$ cat config.mk
export PLATFORM = sky130hd
export DESIGN_NAME = comparator_one_input_select
export DESIGN_NICKNAME = d
export VERILOG_FILES = /design/src/comparator_one_pkg.sv /design/src/comparator_one_input_select.sv /design/src/input_route_decoder.sv
export VERILOG_INCLUDE_DIRS = /design/src
export SDC_FILE = /design/constraint.sdc
export NUM_CORES = 1
export LEC_CHECK = 0
export ABC_AREA = 1
export BUFFER_PORTS_ARGS = -buffer_cell sky130_fd_sc_hd__buf_2
export CELL_PAD_IN_SITES_DETAIL_PLACEMENT = 0
export CELL_PAD_IN_SITES_GLOBAL_PLACEMENT = 1
export CORE_MARGIN = 3
export CORE_UTILIZATION = 26
export DETAILED_ROUTE_END_ITERATION = 10
export PLACE_DENSITY_LB_ADDON = 0.1
export SETUP_SLACK_MARGIN = 0.3
export SYNTH_ARGS = -nofsm -noshare
export SYNTH_HDL_FRONTEND = slang
export SYNTH_SLANG_ARGS = --single-unit
export TNS_END_PERCENT = 1
$ cat constraint.sdc
create_clock -name clk -period 3.8 [get_ports clk]
set_clock_uncertainty 0.05 [all_clocks]
set_input_delay 0.95 -clock clk [delete_from_list [all_inputs] [get_ports clk]]
set_output_delay 0.95 -clock clk [all_outputs]
set_load 0.005 [all_outputs]
$ cat src/comparator_one_cfg.svh
// Address, field and code constants for the comparator-one input select register
`ifndef COMPARATOR_ONE_CFG_SVH
`define COMPARATOR_ONE_CFG_SVH

`define CMP1_SEL_ADDR 8'h9E
`define CMP1_SEL_PAGE 8'h00
`define CMP1_SEL_RESET 8'hFF

`define CMP1_NEG_MSB 7
`define CMP1_NEG_LSB 4
`define CMP1_POS_MSB 3
`define CMP1_POS_LSB 0

`define CMP1_CODE_TOUCH_REF 4'hC
`define CMP1_CODE_HALF_SUPPLY 4'hD
`define CMP1_CODE_NEG_DIGITAL 4'hE
`define CMP1_CODE_NEG_GROUND 4'hF
`define CMP1_CODE_POS_BATTERY 4'hE
`define CMP1_CODE_POS_MCU 4'hF

`define CMP1_NEG_RESERVED_MASK 16'h0830
`define CMP1_POS_RESERVED_MASK 16'h0070

`endif

$ cat src/comparator_one_pkg.sv
// Types shared by the comparator-one input select logic
package comparator_one_pkg;
   typedef logic [3:0] input_code_t;
   typedef logic [15:0] route_vec_t;
   typedef logic [7:0] sfr_byte_t;
endpackage

$ cat src/comparator_one_input_select.sv
// Comparator-one input select register with decoded analog routing
//
// Summary of operation
// - Register sits at special-function address 0x9E, page 0x0, fully read/write.
// - Reset sets all eight bits to one: ground negative, MCU supply positive.
// - Bits 7:4 pick negative input: port pins, digital supply, ground; some reserved.
// - Bits 3:0 pick positive input: port pins, battery, MCU supply; some reserved.
// - Code 1100 in either field routes the touch-sense reference level.
// - Code 1101 in either field routes half the MCU supply.
`include "comparator_one_cfg.svh"

module comparator_one_input_select #(
   parameter int CODE_WIDTH = 4
) (
   input wire logic clk,
   input wire logic rstn,
   // Special-function register access from the core
   input wire logic [7:0] sfr_addr,
   input wire logic [7:0] sfr_page,
   input wire logic sfr_wr,
   input wire logic [7:0] sfr_wdata,
   input wire logic sfr_rd,
   output logic [7:0] sfr_rdata,
   output logic sfr_hit,
   // Raw select fields
   output logic [3:0] negative_input_code,
   output logic [3:0] positive_input_code,
   // Negative multiplexer routes
   output logic [3:0] neg_port0_sel,
   output logic [1:0] neg_port1_sel,
   output logic [2:0] neg_port2_sel,
   output logic neg_touch_ref_sel,
   output logic neg_half_supply_sel,
   output logic neg_digital_supply_sel,
   output logic neg_ground_sel,
   output logic neg_reserved,
   // Positive multiplexer routes
   output logic [3:0] pos_port0_sel,
   output logic pos_port1_sel,
   output logic [3:0] pos_port2_sel,
   output logic pos_touch_ref_sel,
   output logic pos_half_supply_sel,
   output logic pos_battery_sel,
   output logic pos_mcu_supply_sel,
   output logic pos_reserved,
   // Shared analog resources
   output logic divider_enable,
   output logic touch_ref_enable,
   // Per-pin analog use, for the port logic
   output logic [7:0] port0_analog,
   output logic [7:0] port1_analog,
   output logic [7:0] port2_analog
);
   comparator_one_pkg::sfr_byte_t select;
   comparator_one_pkg::sfr_byte_t next_select;
   comparator_one_pkg::sfr_byte_t next_rdata;
   comparator_one_pkg::input_code_t next_neg_code;
   comparator_one_pkg::input_code_t next_pos_code;
   comparator_one_pkg::route_vec_t neg_route;
   comparator_one_pkg::route_vec_t pos_route;
   logic next_divider_enable;
   logic next_touch_ref_enable;
   logic reg_hit;

   localparam logic [7:0] RESET_VALUE = `CMP1_SEL_RESET;
   localparam logic [15:0] NEG_RESERVED = `CMP1_NEG_RESERVED_MASK;
   localparam logic [15:0] POS_RESERVED = `CMP1_POS_RESERVED_MASK;

   // Elaboration checks on the field layout and code tables
   generate
      if (CODE_WIDTH != 4) begin : g_bad_width
         $error("comparator_one_input_select: select fields are 4 bits wide");
      end
      if (`CMP1_NEG_MSB - `CMP1_NEG_LSB + 1 != CODE_WIDTH) begin : g_neg_field
         $error("comparator_one_input_select: negative field width mismatch");
      end
      if (`CMP1_POS_MSB - `CMP1_POS_LSB + 1 != CODE_WIDTH) begin : g_pos_field
         $error("comparator_one_input_select: positive field width mismatch");
      end
      if (RESET_VALUE[`CMP1_NEG_MSB:`CMP1_NEG_LSB] != `CMP1_CODE_NEG_GROUND) begin : g_neg_reset
         $error("comparator_one_input_select: negative reset code must be ground");
      end
      if (RESET_VALUE[`CMP1_POS_MSB:`CMP1_POS_LSB] != `CMP1_CODE_POS_MCU) begin : g_pos_reset
         $error("comparator_one_input_select: positive reset code must be MCU supply");
      end
      // Touch reference and divider codes must route on both sides
      if (NEG_RESERVED[`CMP1_CODE_TOUCH_REF] || NEG_RESERVED[`CMP1_CODE_HALF_SUPPLY]
         || POS_RESERVED[`CMP1_CODE_TOUCH_REF] || POS_RESERVED[`CMP1_CODE_HALF_SUPPLY])
      begin : g_shared
         $error("comparator_one_input_select: shared codes must not be reserved");
      end
   endgenerate

   // Address and page decode
   assign reg_hit = (sfr_addr == `CMP1_SEL_ADDR) && (sfr_page == `CMP1_SEL_PAGE);
   // Core muxes read data on this, so idle read data stays zero
   assign sfr_hit = reg_hit;

   // Register write and read-back
   always_comb begin
      next_select = select;
      if (sfr_wr && reg_hit) begin
         next_select = sfr_wdata;
      end
      // Read sees the value held before a same-cycle write
      next_rdata = 8'h00;
      if (sfr_rd && reg_hit) begin
         next_rdata = select;
      end
   end

   // Reserved codes are kept as written; only the decode ignores them
   always_ff @(posedge clk) begin
      if (!rstn) begin
         select <= `CMP1_SEL_RESET;
         sfr_rdata <= 8'h00;
      end else begin
         select <= next_select;
         sfr_rdata <= next_rdata;
      end
   end

   // Raw fields come straight from the register
   assign negative_input_code = select[`CMP1_NEG_MSB:`CMP1_NEG_LSB];
   assign positive_input_code = select[`CMP1_POS_MSB:`CMP1_POS_LSB];

   // Decode follows the next value so routes change with the register
   assign next_neg_code = next_select[`CMP1_NEG_MSB:`CMP1_NEG_LSB];
   assign next_pos_code = next_select[`CMP1_POS_MSB:`CMP1_POS_LSB];

   // Each side has its own set of reserved codes
   input_route_decoder #(
      .RESERVED_MASK(`CMP1_NEG_RESERVED_MASK),
      .RESET_CODE(`CMP1_CODE_NEG_GROUND)
   ) u_neg_decoder (
      .clk(clk),
      .rstn(rstn),
      .code(next_neg_code),
      .route(neg_route),
      .reserved(neg_reserved)
   );

   input_route_decoder #(
      .RESERVED_MASK(`CMP1_POS_RESERVED_MASK),
      .RESET_CODE(`CMP1_CODE_POS_MCU)
   ) u_pos_decoder (
      .clk(clk),
      .rstn(rstn),
      .code(next_pos_code),
      .route(pos_route),
      .reserved(pos_reserved)
   );

   // Negative side: port0 bits 1,3,5,7; port1 bits 5,7; port2 bits 1,3,5
   assign neg_port0_sel = neg_route[3:0];
   assign neg_port1_sel = neg_route[7:6];
   assign neg_port2_sel = neg_route[10:8];
   assign neg_touch_ref_sel = neg_route[`CMP1_CODE_TOUCH_REF];
   assign neg_half_supply_sel = neg_route[`CMP1_CODE_HALF_SUPPLY];
   assign neg_digital_supply_sel = neg_route[`CMP1_CODE_NEG_DIGITAL];
   assign neg_ground_sel = neg_route[`CMP1_CODE_NEG_GROUND];

   // Positive side: port0 bits 0,2,4,6; port1 bit 6; port2 bits 0,2,4,6
   assign pos_port0_sel = pos_route[3:0];
   assign pos_port1_sel = pos_route[7];
   assign pos_port2_sel = pos_route[11:8];
   assign pos_touch_ref_sel = pos_route[`CMP1_CODE_TOUCH_REF];
   assign pos_half_supply_sel = pos_route[`CMP1_CODE_HALF_SUPPLY];
   assign pos_battery_sel = pos_route[`CMP1_CODE_POS_BATTERY];
   assign pos_mcu_supply_sel = pos_route[`CMP1_CODE_POS_MCU];

   // Divider draws current only while either side selects it
   always_comb begin
      next_divider_enable = (next_neg_code == `CMP1_CODE_HALF_SUPPLY)
         || (next_pos_code == `CMP1_CODE_HALF_SUPPLY);
      next_touch_ref_enable = (next_neg_code == `CMP1_CODE_TOUCH_REF)
         || (next_pos_code == `CMP1_CODE_TOUCH_REF);
   end

   // Enables switch on the same edge as the routes they feed
   always_ff @(posedge clk) begin
      if (!rstn) begin
         divider_enable <= 1'b0;
         touch_ref_enable <= 1'b0;
      end else begin
         divider_enable <= next_divider_enable;
         touch_ref_enable <= next_touch_ref_enable;
      end
   end

   // Pin maps: even pins positive, odd pins negative
   genvar k;
   generate
      for (k = 0; k < 8; k = k + 1) begin : g_pin
         if (k % 2 == 0) begin : g_even
            assign port0_analog[k] = pos_route[k / 2];
            assign port2_analog[k] = pos_route[8 + k / 2];
            // Only pin 6 of port1 reaches the positive side
            if (k == 6) begin : g_port1
               assign port1_analog[k] = pos_route[7];
            end else begin : g_port1_none
               assign port1_analog[k] = 1'b0;
            end
         end else begin : g_odd
            assign port0_analog[k] = neg_route[k / 2];
            // Port2 pin 7 has no negative code
            if (k < 7) begin : g_port2
               assign port2_analog[k] = neg_route[8 + k / 2];
            end else begin : g_port2_none
               assign port2_analog[k] = 1'b0;
            end
            // Port1 pins 5 and 7 take negative codes 6 and 7
            if (k >= 5) begin : g_port1
               assign port1_analog[k] = neg_route[6 + (k - 5) / 2];
            end else begin : g_port1_none
               assign port1_analog[k] = 1'b0;
            end
         end
      end
   endgenerate
endmodule

$ cat src/input_route_decoder.sv
// Registered one-hot decode of one comparator input select code
module input_route_decoder #(
   parameter logic [15:0] RESERVED_MASK = 16'h0000,
   parameter logic [3:0] RESET_CODE = 4'hF
) (
   input wire logic clk,
   input wire logic rstn,
   input wire comparator_one_pkg::input_code_t code,
   output comparator_one_pkg::route_vec_t route,
   output logic reserved
);
   comparator_one_pkg::route_vec_t next_route;
   logic next_reserved;

   generate
      if (RESERVED_MASK[RESET_CODE]) begin : g_bad_reset
         $error("input_route_decoder: reset code must not be reserved");
      end
   endgenerate

   genvar i;
   generate
      for (i = 0; i < 16; i = i + 1) begin : g_entry
         // Reserved codes route nothing
         assign next_route[i] = (code == 4'(i)) && !RESERVED_MASK[i];
      end
   endgenerate

   always_comb begin
      next_reserved = RESERVED_MASK[code];
   end

   always_ff @(posedge clk) begin
      if (!rstn) begin
         route <= 16'h0001 << RESET_CODE;
         reserved <= RESERVED_MASK[RESET_CODE];
      end else begin
         route <= next_route;
         reserved <= next_reserved;
      end
   end
endmodule

==> key figures, run 1 <==
Flow run
  – Number of max-cap violations: 0

Setup path
  – CP arrival: between 1.5 and 2 ns
  – CP Launch Type: input pin
  – Crit path from: sfr_page[1]
  – Crit Path Max Fanout: 2
  – Critical path data required time: 2.80 ns
  – Critical R2R Launch: select[3]
  – Worst R2R Setup Slack: 2.74 ns
  – Crit path capture type: output pin
  – Crit path kind: input pin to output pin

CTS
  – TritonCTS Sinks: 46
  – TritonCTS buffer count: 5
  – Post-CTS setup buffers: 0
  – CTS tree: yes
  – Hold_buf cts: 0
  – Clock root cell: clkbuf_8
  – H-tree depth: 2
  – CTS max path bufs: 2
  – Clock-pin slew on the worst setup and hold paths: 0.08 ns
  – Clk_lat worst skew: 0.29 ns
  – Post-cts sizing count: 0

Placed design
  – GP Congestion: 0.731
  – DP Cell Count: around 400
  – Pre-CTS WS: 1.07 ns
  – Final HPWL from detailed placement: 3540 um
  – Port bufs: roughly 90
  – Placed cell areas: 2250 sq um

Hold path
  – Worst hold path class: flip-flop to flip-flop
  – Min-delay src: select[5]

Logic synthesis
  – Netlist cell types: 22
  – Sequential share of the synthesized area: 0.499
  – Synth Area per Inst: 7.95 sq um
  – Mapped Area: 1840 sq um
  – Synth Instances: 232
  – Yosys reg bits: 46
  – Synth Warn #: 0

STA
  – Final Hold Violating Endpoints: 0
  – Final worst setup slack: 1.08 ns
  – Crit path time final: 2.72 ns
  – Fin. max-slew vios: 0
  – Finish-stage setup viols: 0
  – Worst Hold Slack: between 0.4 and 0.5 ns
  – RSZ-0062 raised after global routing: no
  – Fmax: around 370 MHz
  – Part of the cycle the worst path needs: 0.716
  – Fin Setup TNS: 0 ns

Layout
  – Post-layout util: 0.343
  – Final nets: 338
  – Area delta synth->final: 27.2%
  – Ant diodes: 0
  – Share of layout cells above drive strength 1: 0.386
  – Non-filler cells, final: 407
  – Finished layout cell area: roughly 2300 sq um

Global routing
  – Pin count of the biggest net entering global routing: 16
  – Vias in the first global route: 1566
  – Gr usage total: 0.113
  – Total gr overflow: 0
  – Initial antenna violation count: 0
  – First-pass GRT wire length: 7400 um

Floorplan
  – Die X: 90.2 um
  – Die height: approximately 90 um
  – Core ar.: 6830 sq um
  – Initial Utilization: 0.270
  – # rows: 30
  – IO Pins: ~100
  – Die area: just over 8000 sq um

Routing
  – Post-DR vias/cell: 3.83
  – DRC viols: 0
  – Antenna viol nets, final: 0
  – Initial drt markers: 28
  – WL per Instance: 10.9 um
  – Drt pass-1 iters: 4
  – Final WL: ~4400 um
  – Via count: ~1600

Run status
  – Status: complete, no violations

Pwr
  – VDD IR max: 167 uV
  – Power Total: 813 uW
  – Power per cell area: around 350 nW/um^2
  – Leak pwr: 1.37 nW
==> worst max-delay path: stages <==
cell,delay (ns)
buf_2,0.10
nor2_1,0.12
nand2_2,0.09
nor4_2,0.29
buf_2,0.16
==> cells in the mapped netlist (all sizes together) <==
cell type | number | area [sq um]
inv | 34 | 128
a21oi | 1 | 5.00
buf | 25 | 185
nor4 | 1 | 12.5
nor3 | 1 | 5.00
nand3 | 11 | 77.6
nand2 | 48 | 205
clkbuf | 1 | 3.75
conb | 1 | 3.75
o21ai | 5 | 28.8
nand4 | 6 | 37.5
nor2 | 52 | 231
dfxtp | 46 | 921
==> report_power, final <==
| group | switching, mW | total [mW] | internal (mW) |
|---|---|---|---|
| Clock | 0.151 | 0.298 | 0.147 |
| Sequential | 0.00000142 | 0.481 | 0.481 |
| Combinational | 0.0190 | 0.0329 | 0.0139 |
| Total | 0.170 | 0.813 | 0.642 |
==> final cells by class <==
| cell class | instances | area (sq um) |
|---|---|---|
| Tap cell | 96 | 120 |
| Fill cell | 779 | 4490 |
| Multi-Input combinational cell | 131 | 626 |
| Clock buffer | 7 | 86.3 |
| Timing Repair Buffer | 92 | 460 |
| Sequential cell | 46 | 921 |
| Inverter | 34 | 128 |
| Clock inverter | 1 | 5.00 |
==> cells in the final DEF (no fill, tap or decap), drive strengths merged <==
| cell | count |
|---|---|
| nand2 | 48 |
| a21oi | 1 |
| clkbuf | 7 |
| nor4 | 1 |
| o21ai | 5 |
| nand3 | 11 |
| conb | 6 |
| nor3 | 1 |
| nand4 | 6 |
| buf | 92 |
| clkinv | 1 |
| inv | 34 |
| nor2 | 52 |
| dfxtp | 46 |
==> per-layer routing <==
metal	track usage	vias up	wire length, um
li1	-	822	-
met1	0.132	685	1930
met2	0.195	48	2180
met3	0.0410	5	265
met4	0.0306	0	48
met5	0	-	0
==> path summary, 6_finish.rpt <==
check,to,cells past startpoint
worst max-delay path,sfr_hit,5
worst min-delay path,sfr_rdata[5],2
worst max register to register,touch_ref_enable,6
worst min register to register,sfr_rdata[5],2
==> sequential cells by signal, indices dropped and copies added (netlist names) <==
name / count
touch_ref_enable: 1
sfr_rdata: 8
u_pos_decoder.route: 13
divider_enable: 1
select: 8
u_neg_decoder.reserved: 1
u_pos_decoder.reserved: 1
u_neg_decoder.route: 13
==> kinds of logic after synthesis <==
group	synth area share
other	0.00203
buffers and inverters	0.172
AO/OA/AOI/OAI	0.0183
AND/OR/NAND/NOR	0.309
flip-flops	0.499
(Power assumes the default switching activity.)
==> run 2: changes to the inputs <==
Clock period 3.8 ns to 2.6 ns, I/O delays scaled along.
==> key figures, run 2 (same netlist as run 1, synthesis figures left out) <==
Pwr
  – Sequential share of power: 0.552 (-0.040)
  – Clock power share: 0.411 (+0.044)
  – VDD IR max: 244 uV (+46%)
  – Leak pwr: 1.38 nW (+0.66%)
  – Cell internal pwr: 1.03 mW (+61%)
  – Switching portion of total power: 0.192 (-0.0183)
  – Switch Pwr: 244 uW (+43%)
  – Power Total: 1.28 mW (+57%)
  – Logic pwr share: 0.038 (-0.003)
  – Power per cell area: 539 nW/um^2 (+56%)

Setup path
  – Critical path data required time: 1.90 ns (-0.90 ns)
  – Crit path capture type: output pin
  – CP arrival: 1.41 ns (-0.31 ns)
  – Crit path kind: input pin to output pin
  – Crit Path Max Fanout: 2 (unchanged)
  – CP Launch Type: input pin

CTS
  – Clk_lat worst skew: 0.28 ns (about the same)
  – Post-CTS setup buffers: 0 (unchanged)
  – CTS tree: yes
  – Post-cts sizing count: 0 (unchanged)
  – TritonCTS Sinks: 46 (unchanged)
  – CTS max path bufs: 2 (unchanged)
  – Clock-pin slew on the worst setup and hold paths: 0.08 ns (about the same)
  – TritonCTS buffer count: 5 (unchanged)
  – Clock root cell: clkbuf_8
  – Hold_buf cts: 0 (unchanged)
  – H-tree depth: 2 (unchanged)

Layout
  – Final nets: 338 (unchanged)
  – Commonest non-fill, non-tap cells in the layout: buf_2, nor2_1, dfxtp_1
  – Finished layout cell area: 2370 sq um (+0.91%)
  – Biggest registers after layout: u_neg_decoder.route: 13 flops, u_pos_decoder.route: 13 flops
  – Commonest non-fill, non-tap cell in the layout: buf_2
  – Share of layout cells above drive strength 1: 0.387 (+0.00124)
  – Ant diodes: 0 (unchanged)
  – Register Area: 921 sq um (unchanged)
  – Non-filler cells, final: 406 (-0.25%)
  – Multi-input logic area: 626 sq um (unchanged)
  – Area delta synth->final: 28.4%
  – Filler cells: 785 (+0.77%)

Global routing
  – Total gr overflow: 0 (unchanged)
  – Initial antenna violation count: 0 (unchanged)
  – First-pass GRT wire length: 7190 um (-2.9%)
  – Routing usage on met3: 0.0351 (-0.00586)
  – Global routing usage on met2: 0.190 (-0.00436)
  – Gr busiest metal: met2
  – Gr usage total: 0.109 (-0.00387)
  – GR Layer Usage met1: 0.129 (-0.00258)
  – Pin count of the biggest net entering global routing: 16 (unchanged)
  – Vias in the first global route: 1547 (-1.2%)

Routing
  – Via count: 1550 (-0.64%)
  – Drt pass-1 iters: 4 (unchanged)
  – Antenna viol nets, final: 0 (unchanged)
  – Final WL: 4370 um (-1.2%)
  – Initial drt markers: 33 (+18%)
  – DRC viols: 0 (unchanged)
  – WL per Instance: 10.8 um (-0.93%)
  – Post-DR vias/cell: 3.82 (-0.40%)

STA
  – Fmax: about 470 MHz
  – Crit path time final: around 2.1 ns
  – Final Hold Violating Endpoints: 0 (unchanged)
  – Fin. max-slew vios: 0 (unchanged)
  – Fin Setup TNS: 0 ns (unchanged)
  – Part of the cycle the worst path needs: 0.812
  – Finish-stage setup viols: 0 (unchanged)
  – Final worst setup slack: 0.490 ns (-0.591 ns)
  – RSZ-0062 raised after global routing: no

Flow run
  – Number of max-cap violations: 0 (unchanged)

Placed design
  – Final HPWL from detailed placement: 3560 um (+0.75%)
  – DP Cell Count: 399 (unchanged)
  – Placed cell areas: 2250 sq um (unchanged)
  – Port bufs: 92 (unchanged)
  – Pre-CTS WS: 0.472 ns (-0.602 ns)
  – GP Congestion: 0.731 (about the same)

Floorplan
  – Die height: 90.2 um (unchanged)
  – Core ar.: 6830 sq um (unchanged)
  – IO Pins: 99 (unchanged)
  – Initial Utilization: 0.270 (unchanged)
  – Die area: 8140 sq um (unchanged)
  – Die X: 90.2 um (unchanged)
  – # rows: 30 (unchanged)

Hold path
  – Worst hold path class: flip-flop to flip-flop

Run status
  – Status: complete, no violations
==> run 2: changes by cell type in the layout (fill, tap and decap cells not counted) <==
cell and change:
clkbuf_1 -1, clkinv_2 -1, bufinv_16 +1
==> run 2: critical path: stages <==
cell and delay, ns:
buf_2 0.10, nor2_1 0.12, nand2_2 0.09, nor4_2 0.29
buf_2 0.16
==> run 2: layout make-up <==
class                      count  share of cell area
clock buffer                   6              0.0349
clock inverter                 1              0.0127
inverter                      34              0.0539
multi-input combinational    131               0.264
sequential                    46               0.389
tap                           96              0.0507
timing repair buffer          92               0.195
==> run 2: power groups by stage <==
stage	logic [mW]	clock network [mW]	registers, mW
6_report	0.0483	0.524	0.704
5_1_grt	0.0546	0.576	0.704
4_1_cts	0.0490	0.553	0.704
3_5_place_dp	0.0489	0	0.720
3_3_place_gp	0.0484	0	0.720
2_1_floorplan	0.0274	0	0.720
==> run 2: through the flow <==
| step | hold WS [ns] | utilization |
|---|---|---|
| after floorplan | 0.388 | - |
| after detailed placement | 0.398 | 0.330 |
| final | 0.402 | 0.347 |
| after CTS | 0.411 | 0.347 |
| after global routing | 0.441 | 0.347 |
| after global placement | 0.394 | 0.330 |
==> run 2: final timing paths <==
kind	slack, ns	from	to	depth (start not counted)
worst min register to register	0.40	select[5]	sfr_rdata[5]	2
worst min-delay path	0.40	select[5]	sfr_rdata[5]	2
worst max-delay path	0.49	sfr_page[1]	sfr_hit	5
worst max register to register	1.53	select[3]	u_pos_decoder.route[1]	5
==> run 2: per-layer routing <==
metal / share of wire / up-vias / wire length [um]
li1: - / 820 / -
met1: 0.44 / 682 / 1910
met2: 0.49 / 46 / 2150
met3: 0.065 / 2 / 286
met4: 0.0057 / 0 / 25
met5: 0 / - / 0
